<file path="config.mk">
export PLATFORM = sky130hd
export DESIGN_NAME = fcsq_top
export DESIGN_NICKNAME = d
export VERILOG_FILES = /design/src/fcsq_pkg.sv /design/src/fcsq_cyc_if.sv /design/src/fcsq_bus_cycle.sv /design/src/fcsq_top.sv
export SDC_FILE = /design/constraint.sdc
export NUM_CORES = 1
export LEC_CHECK = 0
export ABC_CLOCK_PERIOD_IN_PS = 2800
export BUFFER_PORTS_ARGS = -buffer_cell sky130_fd_sc_hd__buf_4
export CORE_ASPECT_RATIO = 0.6
export CORE_MARGIN = 5
export CORE_UTILIZATION = 40
export DETAILED_ROUTE_END_ITERATION = 6
export GPL_ROUTABILITY_DRIVEN = 0
export MAX_ROUTING_LAYER = met4
export PLACE_DENSITY_LB_ADDON = 0.08
export RECOVER_POWER = 25
export SETUP_SLACK_MARGIN = 0.3
export SLEW_MARGIN = 10
export SYNTH_ARGS = -nofsm -noshare
export SYNTH_HDL_FRONTEND = slang
export SYNTH_HIERARCHICAL = 1
export SYNTH_SLANG_ARGS = --single-unit
</file>
<file path="constraint.sdc">
create_clock -name i_ref_clk -period 2.8 [get_ports i_ref_clk]
set_clock_uncertainty 0.2 [all_clocks]
set_input_delay 0.28 -clock i_ref_clk [delete_from_list [all_inputs] [get_ports i_ref_clk]]
set_output_delay 0.28 -clock i_ref_clk [all_outputs]
set_load 0.005 [all_outputs]
</file>
<file path="src/fcsq_pkg.sv">
// Function
// - command cycles are writes; plain reads and id fourth cycle are reads.
// - unlock addresses 555h/2aah in word mode, aaah/555h in byte mode.
// - id entry is aah@555h, 55h@2aah, 90h@555h, then a read returns code.
// - reset command leaves id mode and clears timing-exceeded status.
// - program is two unlocks, a0h set-up, then target address and data.
// - chip erase is six writes ending with 10h at 555h.
`default_nettype none
package fcsq_pkg;
    localparam logic [11:0] FCSQ_ADDR_UNLK1_W = 12'h555;
    localparam logic [11:0] FCSQ_ADDR_UNLK2_W = 12'h2aa;
    localparam logic [11:0] FCSQ_ADDR_UNLK1_B = 12'haaa;
    localparam logic [11:0] FCSQ_ADDR_UNLK2_B = 12'h555;
    localparam logic [7:0]  FCSQ_DAT_UNLK1    = 8'haa;
    localparam logic [7:0]  FCSQ_DAT_UNLK2    = 8'h55;
    localparam logic [7:0]  FCSQ_CMD_PROG     = 8'ha0;
    localparam logic [7:0]  FCSQ_CMD_ERASE    = 8'h80;
    localparam logic [7:0]  FCSQ_CMD_CHIP     = 8'h10;
    localparam logic [7:0]  FCSQ_CMD_RESET    = 8'hf0;
    localparam logic [7:0]  FCSQ_CMD_IDENT    = 8'h90;
    localparam logic [7:0]  FCSQ_CMD_SUSPEND  = 8'hb0;
    localparam logic [7:0]  FCSQ_CMD_RESUME   = 8'h30;
    localparam logic [7:0]  FCSQ_OFS_MAKER    = 8'h00;
    localparam logic [7:0]  FCSQ_OFS_DEVICE   = 8'h01;
    localparam logic [7:0]  FCSQ_OFS_PROTECT  = 8'h02;
    localparam int          FCSQ_ADDR_W       = 18;
    localparam int          FCSQ_DATA_W       = 16;
    // bus cycle timing in ns, rounded up to whole clock cycles
    localparam int          FCSQ_T_SETUP_NS   = 50;
    localparam int          FCSQ_T_PULSE_NS   = 100;
    localparam int          FCSQ_T_ACCESS_NS  = 100;
    localparam int          FCSQ_CLK_NS       = 50;
    localparam int          FCSQ_SETUP_CYC    =
        (FCSQ_T_SETUP_NS + FCSQ_CLK_NS - 1) / FCSQ_CLK_NS;
    localparam int          FCSQ_PULSE_CYC    =
        (FCSQ_T_PULSE_NS + FCSQ_CLK_NS - 1) / FCSQ_CLK_NS;
    localparam int          FCSQ_ACCESS_CYC   =
        (FCSQ_T_ACCESS_NS + FCSQ_CLK_NS - 1) / FCSQ_CLK_NS;

    typedef enum logic [3:0] {
        FCSQ_OP_READ    = 4'h0,
        FCSQ_OP_RESET   = 4'h1,
        FCSQ_OP_PROG    = 4'h2,
        FCSQ_OP_CHIP    = 4'h3,
        FCSQ_OP_IDREAD  = 4'h4,
        FCSQ_OP_SUSPEND = 4'h5,
        FCSQ_OP_RESUME  = 4'h6
    } fcsq_op_e;
endpackage
`default_nettype wire

</file>
<file path="src/fcsq_cyc_if.sv">
`default_nettype none
interface fcsq_cyc_if;
    import fcsq_pkg::*;
    logic                   req;
    logic                   wr;
    logic [FCSQ_ADDR_W-1:0] addr;
    logic [FCSQ_DATA_W-1:0] wdata;
    logic                   done;
    logic [FCSQ_DATA_W-1:0] rdata;
    modport ctl (output req, wr, addr, wdata, input done, rdata);
    modport eng (input req, wr, addr, wdata, output done, rdata);
endinterface
`default_nettype wire

</file>
<file path="src/fcsq_bus_cycle.sv">
`default_nettype none
// runs one asynchronous bus cycle: set-up, strobe low, release
module fcsq_bus_cycle
    import fcsq_pkg::*;
(
    // clock and reset
    input  wire logic           i_ref_clk,
    input  wire logic           i_arst_n,
    // cycle request
    fcsq_cyc_if.eng             cyc,
    // flash pins
    input  wire logic [FCSQ_DATA_W-1:0] i_dq,
    output var  logic [FCSQ_DATA_W-1:0] o_dq,
    output var  logic           o_dq_oe,
    output var  logic [FCSQ_ADDR_W-1:0] o_addr,
    output var  logic           o_ce_n,
    output var  logic           o_we_n,
    output var  logic           o_oe_n
);
    typedef enum logic [3:0] {
        FCSQ_BC_IDLE  = 4'b0001,
        FCSQ_BC_SETUP = 4'b0010,
        FCSQ_BC_PULSE = 4'b0100,
        FCSQ_BC_DONE  = 4'b1000
    } fcsq_bc_e;

    fcsq_bc_e   st_q;
    logic [3:0] cnt_q;
    logic       wr_q;

    always_ff @(posedge i_ref_clk or negedge i_arst_n) begin
        if (!i_arst_n) begin
            st_q   <= FCSQ_BC_IDLE;
            cnt_q  <= 4'h0;
            wr_q   <= 1'b0;
            o_addr <= '0;
            o_dq   <= '0;
            o_dq_oe <= 1'b0;
            o_ce_n <= 1'b1;
            o_we_n <= 1'b1;
            o_oe_n <= 1'b1;
            cyc.done  <= 1'b0;
            cyc.rdata <= '0;
        end else begin
            cyc.done <= 1'b0;
            unique case (st_q)
                FCSQ_BC_IDLE: if (cyc.req) begin
                    st_q    <= FCSQ_BC_SETUP;
                    wr_q    <= cyc.wr;
                    o_addr  <= cyc.addr;
                    o_dq    <= cyc.wdata;
                    o_dq_oe <= cyc.wr;
                    o_ce_n  <= 1'b0;
                    cnt_q   <= 4'(FCSQ_SETUP_CYC);
                end
                FCSQ_BC_SETUP: begin
                    if (cnt_q <= 4'h1) begin
                        st_q   <= FCSQ_BC_PULSE;
                        o_we_n <= !wr_q;
                        o_oe_n <= wr_q;
                        cnt_q  <= wr_q ? 4'(FCSQ_PULSE_CYC)
                                       : 4'(FCSQ_ACCESS_CYC);
                    end else begin
                        cnt_q <= cnt_q - 4'h1;
                    end
                end
                FCSQ_BC_PULSE: begin
                    if (cnt_q <= 4'h1) begin
                        st_q      <= FCSQ_BC_DONE;
                        o_we_n    <= 1'b1;
                        o_oe_n    <= 1'b1;
                        cyc.rdata <= i_dq;
                    end else begin
                        cnt_q <= cnt_q - 4'h1;
                    end
                end
                FCSQ_BC_DONE: begin
                    st_q     <= FCSQ_BC_IDLE;
                    o_ce_n   <= 1'b1;
                    o_dq_oe  <= 1'b0;
                    cyc.done <= 1'b1;
                end
            endcase
        end
    end
endmodule
`default_nettype wire

</file>
<file path="src/fcsq_top.sv">
`default_nettype none
// host-side sequencer: turns one operation into its command bus cycles
module fcsq_top
    import fcsq_pkg::*;
(
    // clock and reset
    input  wire logic                   i_ref_clk,
    input  wire logic                   i_arst_n,
    // operation request
    input  wire logic                   i_op_valid,
    input  wire logic [3:0]             i_op,
    input  wire logic                   i_byte_mode,
    input  wire logic [FCSQ_ADDR_W-1:0] i_addr,
    input  wire logic [FCSQ_DATA_W-1:0] i_wdata,
    output logic                        o_op_ready,
    output logic                        o_op_done,
    output logic [FCSQ_DATA_W-1:0]      o_rdata,
    // flash pins
    input  wire logic [FCSQ_DATA_W-1:0] i_dq,
    output logic [FCSQ_DATA_W-1:0]      o_dq,
    output logic                        o_dq_oe,
    output logic [FCSQ_ADDR_W-1:0]      o_addr,
    output logic                        o_ce_n,
    output logic                        o_we_n,
    output logic                        o_oe_n,
    output logic                        o_flash_rst_n
);
    typedef enum logic [3:0] {
        FCSQ_S_IDLE  = 4'b0001,
        FCSQ_S_ISSUE = 4'b0010,
        FCSQ_S_WAIT  = 4'b0100,
        FCSQ_S_FIN   = 4'b1000
    } fcsq_st_e;

    fcsq_cyc_if cyc ();

    fcsq_bus_cycle fcsq_bus_cycle_inst (
        .i_ref_clk (i_ref_clk),
        .i_arst_n  (i_arst_n),
        .cyc       (cyc.eng),
        .i_dq      (i_dq),
        .o_dq      (o_dq),
        .o_dq_oe   (o_dq_oe),
        .o_addr    (o_addr),
        .o_ce_n    (o_ce_n),
        .o_we_n    (o_we_n),
        .o_oe_n    (o_oe_n)
    );

    fcsq_st_e               st_q;
    fcsq_op_e               op_q;
    logic                   byte_q;
    logic [2:0]             idx_q;
    logic [2:0]             len_q;
    logic [FCSQ_ADDR_W-1:0] tgt_q;
    logic [FCSQ_DATA_W-1:0] dat_q;
    logic [11:0]            a1;
    logic [11:0]            a2;
    logic [FCSQ_ADDR_W-1:0] step_addr;
    logic [FCSQ_DATA_W-1:0] step_data;
    logic                   step_wr;
    logic [2:0]             op_len;

    // unlock address pair follows the bus width; upper bits left zero
    always_comb begin
        a1 = byte_q ? FCSQ_ADDR_UNLK1_B : FCSQ_ADDR_UNLK1_W;
        a2 = byte_q ? FCSQ_ADDR_UNLK2_B : FCSQ_ADDR_UNLK2_W;
    end

    // cycle count of each operation
    always_comb begin
        unique case (fcsq_op_e'(i_op))
            FCSQ_OP_PROG:   op_len = 3'd4;
            FCSQ_OP_CHIP:   op_len = 3'd6;
            FCSQ_OP_IDREAD: op_len = 3'd4;
            default:        op_len = 3'd1;
        endcase
    end

    // address, data and direction of the current step
    always_comb begin
        step_wr   = 1'b1;
        step_addr = {6'h00, a1};
        step_data = {8'h00, FCSQ_DAT_UNLK1};
        unique case (op_q)
            FCSQ_OP_READ: begin
                step_wr   = 1'b0;
                step_addr = tgt_q;
            end
            FCSQ_OP_RESET: begin
                step_addr = tgt_q;
                step_data = {8'h00, FCSQ_CMD_RESET};
            end
            FCSQ_OP_SUSPEND: begin
                step_addr = tgt_q;
                step_data = {8'h00, FCSQ_CMD_SUSPEND};
            end
            FCSQ_OP_RESUME: begin
                step_addr = tgt_q;
                step_data = {8'h00, FCSQ_CMD_RESUME};
            end
            default: begin
                unique case (idx_q)
                    3'd0, 3'd3: begin
                        step_addr = {6'h00, a1};
                        step_data = {8'h00, FCSQ_DAT_UNLK1};
                    end
                    3'd1, 3'd4: begin
                        step_addr = {6'h00, a2};
                        step_data = {8'h00, FCSQ_DAT_UNLK2};
                    end
                    default: begin
                        step_addr = {6'h00, a1};
                        step_data = {8'h00, FCSQ_CMD_CHIP};
                    end
                endcase
                if (idx_q == 3'd2) begin
                    unique case (op_q)
                        FCSQ_OP_PROG:
                            step_data = {8'h00, FCSQ_CMD_PROG};
                        FCSQ_OP_CHIP:
                            step_data = {8'h00, FCSQ_CMD_ERASE};
                        default:
                            step_data = {8'h00, FCSQ_CMD_IDENT};
                    endcase
                end
                if (idx_q == 3'd3 && op_q == FCSQ_OP_PROG) begin
                    step_addr = tgt_q;
                    step_data = dat_q;
                end
                if (idx_q == 3'd3 && op_q == FCSQ_OP_IDREAD) begin
                    step_wr   = 1'b0;
                    step_addr = tgt_q;
                end
            end
        endcase
    end

    // sequencer
    always_ff @(posedge i_ref_clk or negedge i_arst_n) begin
        if (!i_arst_n) begin
            st_q   <= FCSQ_S_IDLE;
            op_q   <= FCSQ_OP_READ;
            byte_q <= 1'b0;
            idx_q  <= 3'd0;
            len_q  <= 3'd1;
            tgt_q  <= '0;
            dat_q  <= '0;
        end else begin
            unique case (st_q)
                FCSQ_S_IDLE: if (i_op_valid) begin
                    st_q   <= FCSQ_S_ISSUE;
                    op_q   <= fcsq_op_e'(i_op);
                    byte_q <= i_byte_mode;
                    tgt_q  <= i_addr;
                    dat_q  <= i_wdata;
                    idx_q  <= 3'd0;
                    len_q  <= op_len;
                end
                FCSQ_S_ISSUE: st_q <= FCSQ_S_WAIT;
                FCSQ_S_WAIT: if (cyc.done) begin
                    if (idx_q + 3'd1 == len_q) begin
                        st_q <= FCSQ_S_FIN;
                    end else begin
                        idx_q <= idx_q + 3'd1;
                        st_q  <= FCSQ_S_ISSUE;
                    end
                end
                FCSQ_S_FIN: st_q <= FCSQ_S_IDLE;
            endcase
        end
    end

    // bus cycle request, registered: high for the one cycle after the issue state
    always_ff @(posedge i_ref_clk or negedge i_arst_n) begin
        if (!i_arst_n) begin
            cyc.req   <= 1'b0;
            cyc.wr    <= 1'b0;
            cyc.addr  <= '0;
            cyc.wdata <= '0;
        end else begin
            cyc.req   <= (st_q == FCSQ_S_ISSUE);
            cyc.wr    <= step_wr;
            cyc.addr  <= step_addr;
            cyc.wdata <= step_data;
        end
    end

    // answer side
    always_ff @(posedge i_ref_clk or negedge i_arst_n) begin
        if (!i_arst_n) begin
            o_op_ready    <= 1'b0;
            o_op_done     <= 1'b0;
            o_rdata       <= '0;
            o_flash_rst_n <= 1'b0;
        end else begin
            o_flash_rst_n <= 1'b1;
            o_op_ready    <= (st_q == FCSQ_S_IDLE) && !i_op_valid;
            o_op_done     <= (st_q == FCSQ_S_FIN);
            if (st_q == FCSQ_S_WAIT && cyc.done && !cyc.wr) begin
                o_rdata <= cyc.rdata;
            end
        end
    end
endmodule
`default_nettype wire

</file>
### Word level (Yosys, flattened, before mapping)

Cells that the tools add are included.

| operators by class | value |
|---|---|
| add/subtract/negate cells | 2 |
| multipliers | 0 |
| divide/modulo/power cells | 0 |
| magnitude comparators | 1 |
| equal/unequal tests | 29 |
| shift-type cells | 0 |
| multiplexer cells | 40 |
| bitwise logic cells | 0 |
| reduce and logical (&&, ||, !) cells | 28 |

Operator list:

| cell | count |
|---|---|
| case mux 16 bit (4 select lines) | 1 |
| 2-to-1 mux 18 bit | 3 |
| 2-to-1 mux 4 bit | 9 |
| 2-to-1 mux 16 bit | 2 |
| case mux 4 bit (4 select lines) | 2 |
| equality test 4 x 2 -> 1 bit (second input constant) | 6 |
| equality test 4 x 3 -> 1 bit (second input constant) | 6 |
| 2-to-1 mux 12 bit | 2 |
| case mux 8 bit (2 select lines) | 1 |
| equality test 4 x 1 -> 1 bit (second input constant) | 3 |
| case mux 3 bit (2 select lines) | 2 |
| case mux 4 bit (3 select lines) | 1 |
| case mux 6 bit (2 select lines) | 1 |
| 2-to-1 mux 11 bit | 1 |
| case mux 1 bit (2 select lines) | 5 |
| AND reduction 2 bit | 5 |
| 2-to-1 mux 3 bit | 3 |
| AND reduction 3 bit | 3 |
| equality test 4 bit (second input constant) | 2 |
| != test 2 bit (second input constant) | 4 |
| 2-to-1 mux 1 bit | 7 |
| equality test 3 x 2 -> 1 bit (second input constant) | 2 |
| != test 2 x 1 -> 1 bit (second input constant) | 3 |
| nonzero test 2 bit | 3 |
| 15 further kinds | 23 |

| word-level totals | value |
|---|---|
| register bits | 168 |
| latch bits | 0 |
| RAM bits | 0 |
| bits in read-only memories | 0 |
| input port bits | 58 |
| output and inout port bits | 57 |
| memories kept | 0 |

### Depth between registers and ports, before layout

| logic depth | value |
|---|---|
| depth after elaboration | 6 |
| depth in mapped cells | 8 |
| gate-level depth less buffers | 6 |

### Hierarchy

The synthesis kept the hierarchy.

Modules (own cells, without submodules):

| module | times used | cells each | area each (um^2) | seq. area each (um^2) |
|---|---|---|---|---|
| fcsq_top | 1 | 310 | 4244.1 | 2605.0 |
| fcsq_bus_cycle | 1 | 247 | 2668.8 | 1606.5 |

### Least setup slack after synthesis

Ideal clock, no wire load.

| timing path | value |
|---|---|
| path kind | register to register |
| start point | register idx_q[0] |
| end point | register idx_q[0] |
| setup time | 0.128 ns |
| data arrival time | 2.019 ns |
| required time | 2.472 ns |
| path slack | 0.453 ns |
| cell stages (with the launch flop) | 7 |
| path buffers | 0 |
| path through | dfrtp_1 ha_1 ha_1 xnor2_1 nor4_2 or4b_1 mux2_1 |

| between the ends | value |
|---|---|
| longest elaborated chain between the ends | 4 |

Ends and longest elaborated chain:

| element | RTL line | source |
|---|---|---|
| from (decl) | fcsq_top.sv:53 | `logic [2:0] idx_q;` |
| from (signal assigned) | fcsq_top.sv:165 | `idx_q <= idx_q + 3'd1;` |
| adder 3 x 1 -> 3 bit * | fcsq_top.sv:162, fcsq_top.sv:165 |  |
| equality test 3 bit / 2-to-1 mux 3 bit (equally long branches) | fcsq_top.sv:162 | `if (idx_q + 3'd1 == len_q) begin` |
| != test 2 bit (no source line) / 2-to-1 mux 3 bit (equally long branches) | n/a |  |
| AND reduction 4 bit (no source line) / case mux 3 bit (2 select lines) (equally long branches) | n/a |  |

Every way passes the cells marked *; elsewhere a longest branch is shown, timed or not. The select of a mux whose other input is x is not followed.
A chain may end at the register's enable or synchronous reset.

==> results.md <==
- Status: finished clean
- Buf/Inv on CP: 1
- Syn Inst Count: about 560
- Total wire length: approximately 15000 microns
- CP Class: reg -> reg
- Post-synth EDFFs: 0
- Share of layout cells above drive strength 1: between 30 and 40%
- DR iter-0 viols: 334
- Die height: 112 microns
- Total number of vias: between 4000 and 5000
- Register area share after synthesis: approximately three fifths
- Yosys reg bits: around 170
- Min Tclk post-route: roughly 2.5 ns
- Wire per inst: 15.2 microns
- Final Cycle Share: 87.8%
- Worst-path maximum fanout: 42
- Total power: ~8 mW
- Worst path slowest cell: dfstp_1
- Power per Cell Area: between 800 and 900 nW/um^2
- CTS max path bufs: 2
- Arr. time, crit path: roughly 2.6 ns
- Final hold vios: 0
- ANT cells: 0
- Synthesized area per cell: 12.4 sq um
- Final setup viols: 0
- Slew margin rel.: a little over half
- Initial antenna violation count: 0
- CP delay by family, top: simple AND/OR/NAND/NOR gates
- Post-route DRC: 0
- Starting density of the core: between 40% and 50%
- Max-slew violations: 0
- Fin util: 53.9%
- Hold/Removal Path Class: in -> async
- Crit path to: len_q[2]
- Post-synth ARST share: 100%
- CTS clk-pin slew, worst paths: 0.07 ns
- Post-Route Setup TNS: 0 ns
- Crit Reg-Reg Endpoint: len_q[2]
- Crit path from: st_q[0]
- Root Driver: clkbuf_16
- Cell Area, Synth: slightly below 7000 sq um
- Ys Warns: 6
- Width of the die: about 180 microns
- Worst vdd ir: about 0.49 mV
- Worst-skew pair later-pin latency: roughly 0.42 ns
- Final nets: ~800
- Measured slew at the worst slew-check pin: just under 0.7 ns
- Number of cells on the critical path: 5
- Net Count, Synth: 624
- Hold WS: roughly 0.23 ns
- Most common cell after layout, fill and taps aside: dfrtp_1
- TritonCTS clock tree: done
- Number of top-level pins: about 120
- DP HPWL: between 10000 and 15000 microns
- DRT antenna net count: 0
- Core area: approximately 17000 sq um
- Setup slack, reg-to-reg: about 0.34 ns
- Largest net degree at the start of global routing: around 70
- Full die area: between 20000 and 25000 sq um
- Crit. End Element: flop
- TritonCTS buffer count: 17
- Number of global-route vias before repair: just under 5000
- Unrepaired setup endpoints after global routing: false
- Largest stage delay on the critical path: 0.73 ns
- 1st-pass router iterations: 5
- Row cnt: 37
- Fmax: just over 0.4 GHz
- Cells along the critical path: nand2_1, or4_2, buf_4, nor3_2, a21o_1
- Vias per std cell: about 4.8
- Static Leak: between 4 and 5 nW
- I/O Buffers: 114
- Max-Cap Viols: 0
- Worst Slack Setup Final: ~0.34 ns
- First-pass GRT wire length: approximately 25000 microns
- Commonest cells after routing, fill and taps aside: 161 x dfrtp_1, 120 x nand2_1, 95 x buf_4
- Worst Path Required: slightly below 3 ns
- Grt ovf: 0
- Clk sinks: 168
- DP Worst Slack: roughly 0.27 ns
- Synth Flop Type: dfrtp_1
- Area delta synth->final: 32.9%
- Distinct cell type count after synthesis: 60
- H-tree Lvls: 4
- Startpoint types: flop
- Worst reg2reg startpoint: st_q[0]
- R2R depth: 5
- GRT Total Usage: ~16%
cell families after synthesis:
group           Yosys count  share of synthesized area, %
simple gates            202                          14.7
flops                   168                          60.9
mux                      78                          13.0
compound gates           53                          5.50
buf+inv                  41                          3.53
fa+ha+maj                 9                          1.63
xor+xnor                  5                         0.634
other cells               1                        0.0542
repair_timing:
action	in CTS	in global routing
endpoints found under the hold margin	127	0
resized for setup	1	2
buffers inserted	0	2
pin swaps	0	1
endpoints found under the setup margin	1	18
hold buffers	57	0
cells in the mapped netlist (all sizes together) (5+ instances only):
library cell,count,area [sq um]
and2,7,43.8
mux2,74,860
ha,9,113
nor2,17,66.3
nor3,7,51.3
o21ai,7,38.8
or4,5,41.3
a21oi,10,50.1
clkbuf,6,22.5
dfrtp,162,4050
dfstp,6,158
nor4,6,58.8
buf,22,173
nand2b,5,31.3
o211ai,5,42.5
a21o,14,105
inv,13,48.8
nor2b,7,43.8
nand2,121,457
nor4b,5,50.0
and3,9,56.3
layout make-up:
class / count / area (sq um)
flip-flops and latches: 168 / 4210
clock inverters: 13 / 180
repair buffers: 182 / 1520
well taps: 234 / 293
fillers: 1508 / 7850
clock buffers: 18 / 439
multi-input cells: 348 / 2490
inverters: 13 / 48.8
stage by stage:
stage                     instance area [sq um]  std cells
final                                      9190        976
after global routing                       9190        976
after CTS                                  9170        974
after detailed placement                   7980        886
after global placement                     7980        886
after floorplan                            6910        557
layer usage:
layer  wire length [microns]  GRT usage, %  vias to the layer above
met2                    6780          23.5                       84
met1                    7390          21.5                     2317
met5                       0             -                        -
li1                        -             -                     2241
met4                      94          3.81                        0
met3                     602          3.98                       12
worst min-delay path by stage:
stage | slack, ns | cells after the start | endpoint
6_report | 0.23 | 2 | dat_q[2]
4_1_cts | 0.23 | 2 | fcsq_bus_cycle_inst/o_dq[13]
3_3_place_gp | 0.14 | 1 | dat_q[3]
2_1_floorplan | -0.22 | 0 | byte_q
5_1_grt | 0.26 | 2 | fcsq_bus_cycle_inst/o_dq[11]
3_5_place_dp | 0.15 | 1 | dat_q[2]
sequential cells by signal, indices dropped and copies added, names as in the netlist, 3 cells and up:
signal	count
idx_q	3
fcsq_bus_cycle_inst/st_q	4
cyc.addr	18
dat_q	16
fcsq_bus_cycle_inst/o_addr	18
tgt_q	18
fcsq_bus_cycle_inst/cyc.rdata	16
st_q	4
o_rdata	16
cyc.wdata	16
len_q	3
fcsq_bus_cycle_inst/cnt_q	4
fcsq_bus_cycle_inst/o_dq	16
op_q	4
power breakdown:
group          switching, mW  leakage [nW]  internal, mW
Combinational          0.792          2.09          1.04
Sequential             0.505          2.11          3.16
Clock                   1.02         0.299          1.45
Total                   2.32          4.50          5.66
Note: power is estimated with default switching activity, not from simulation.
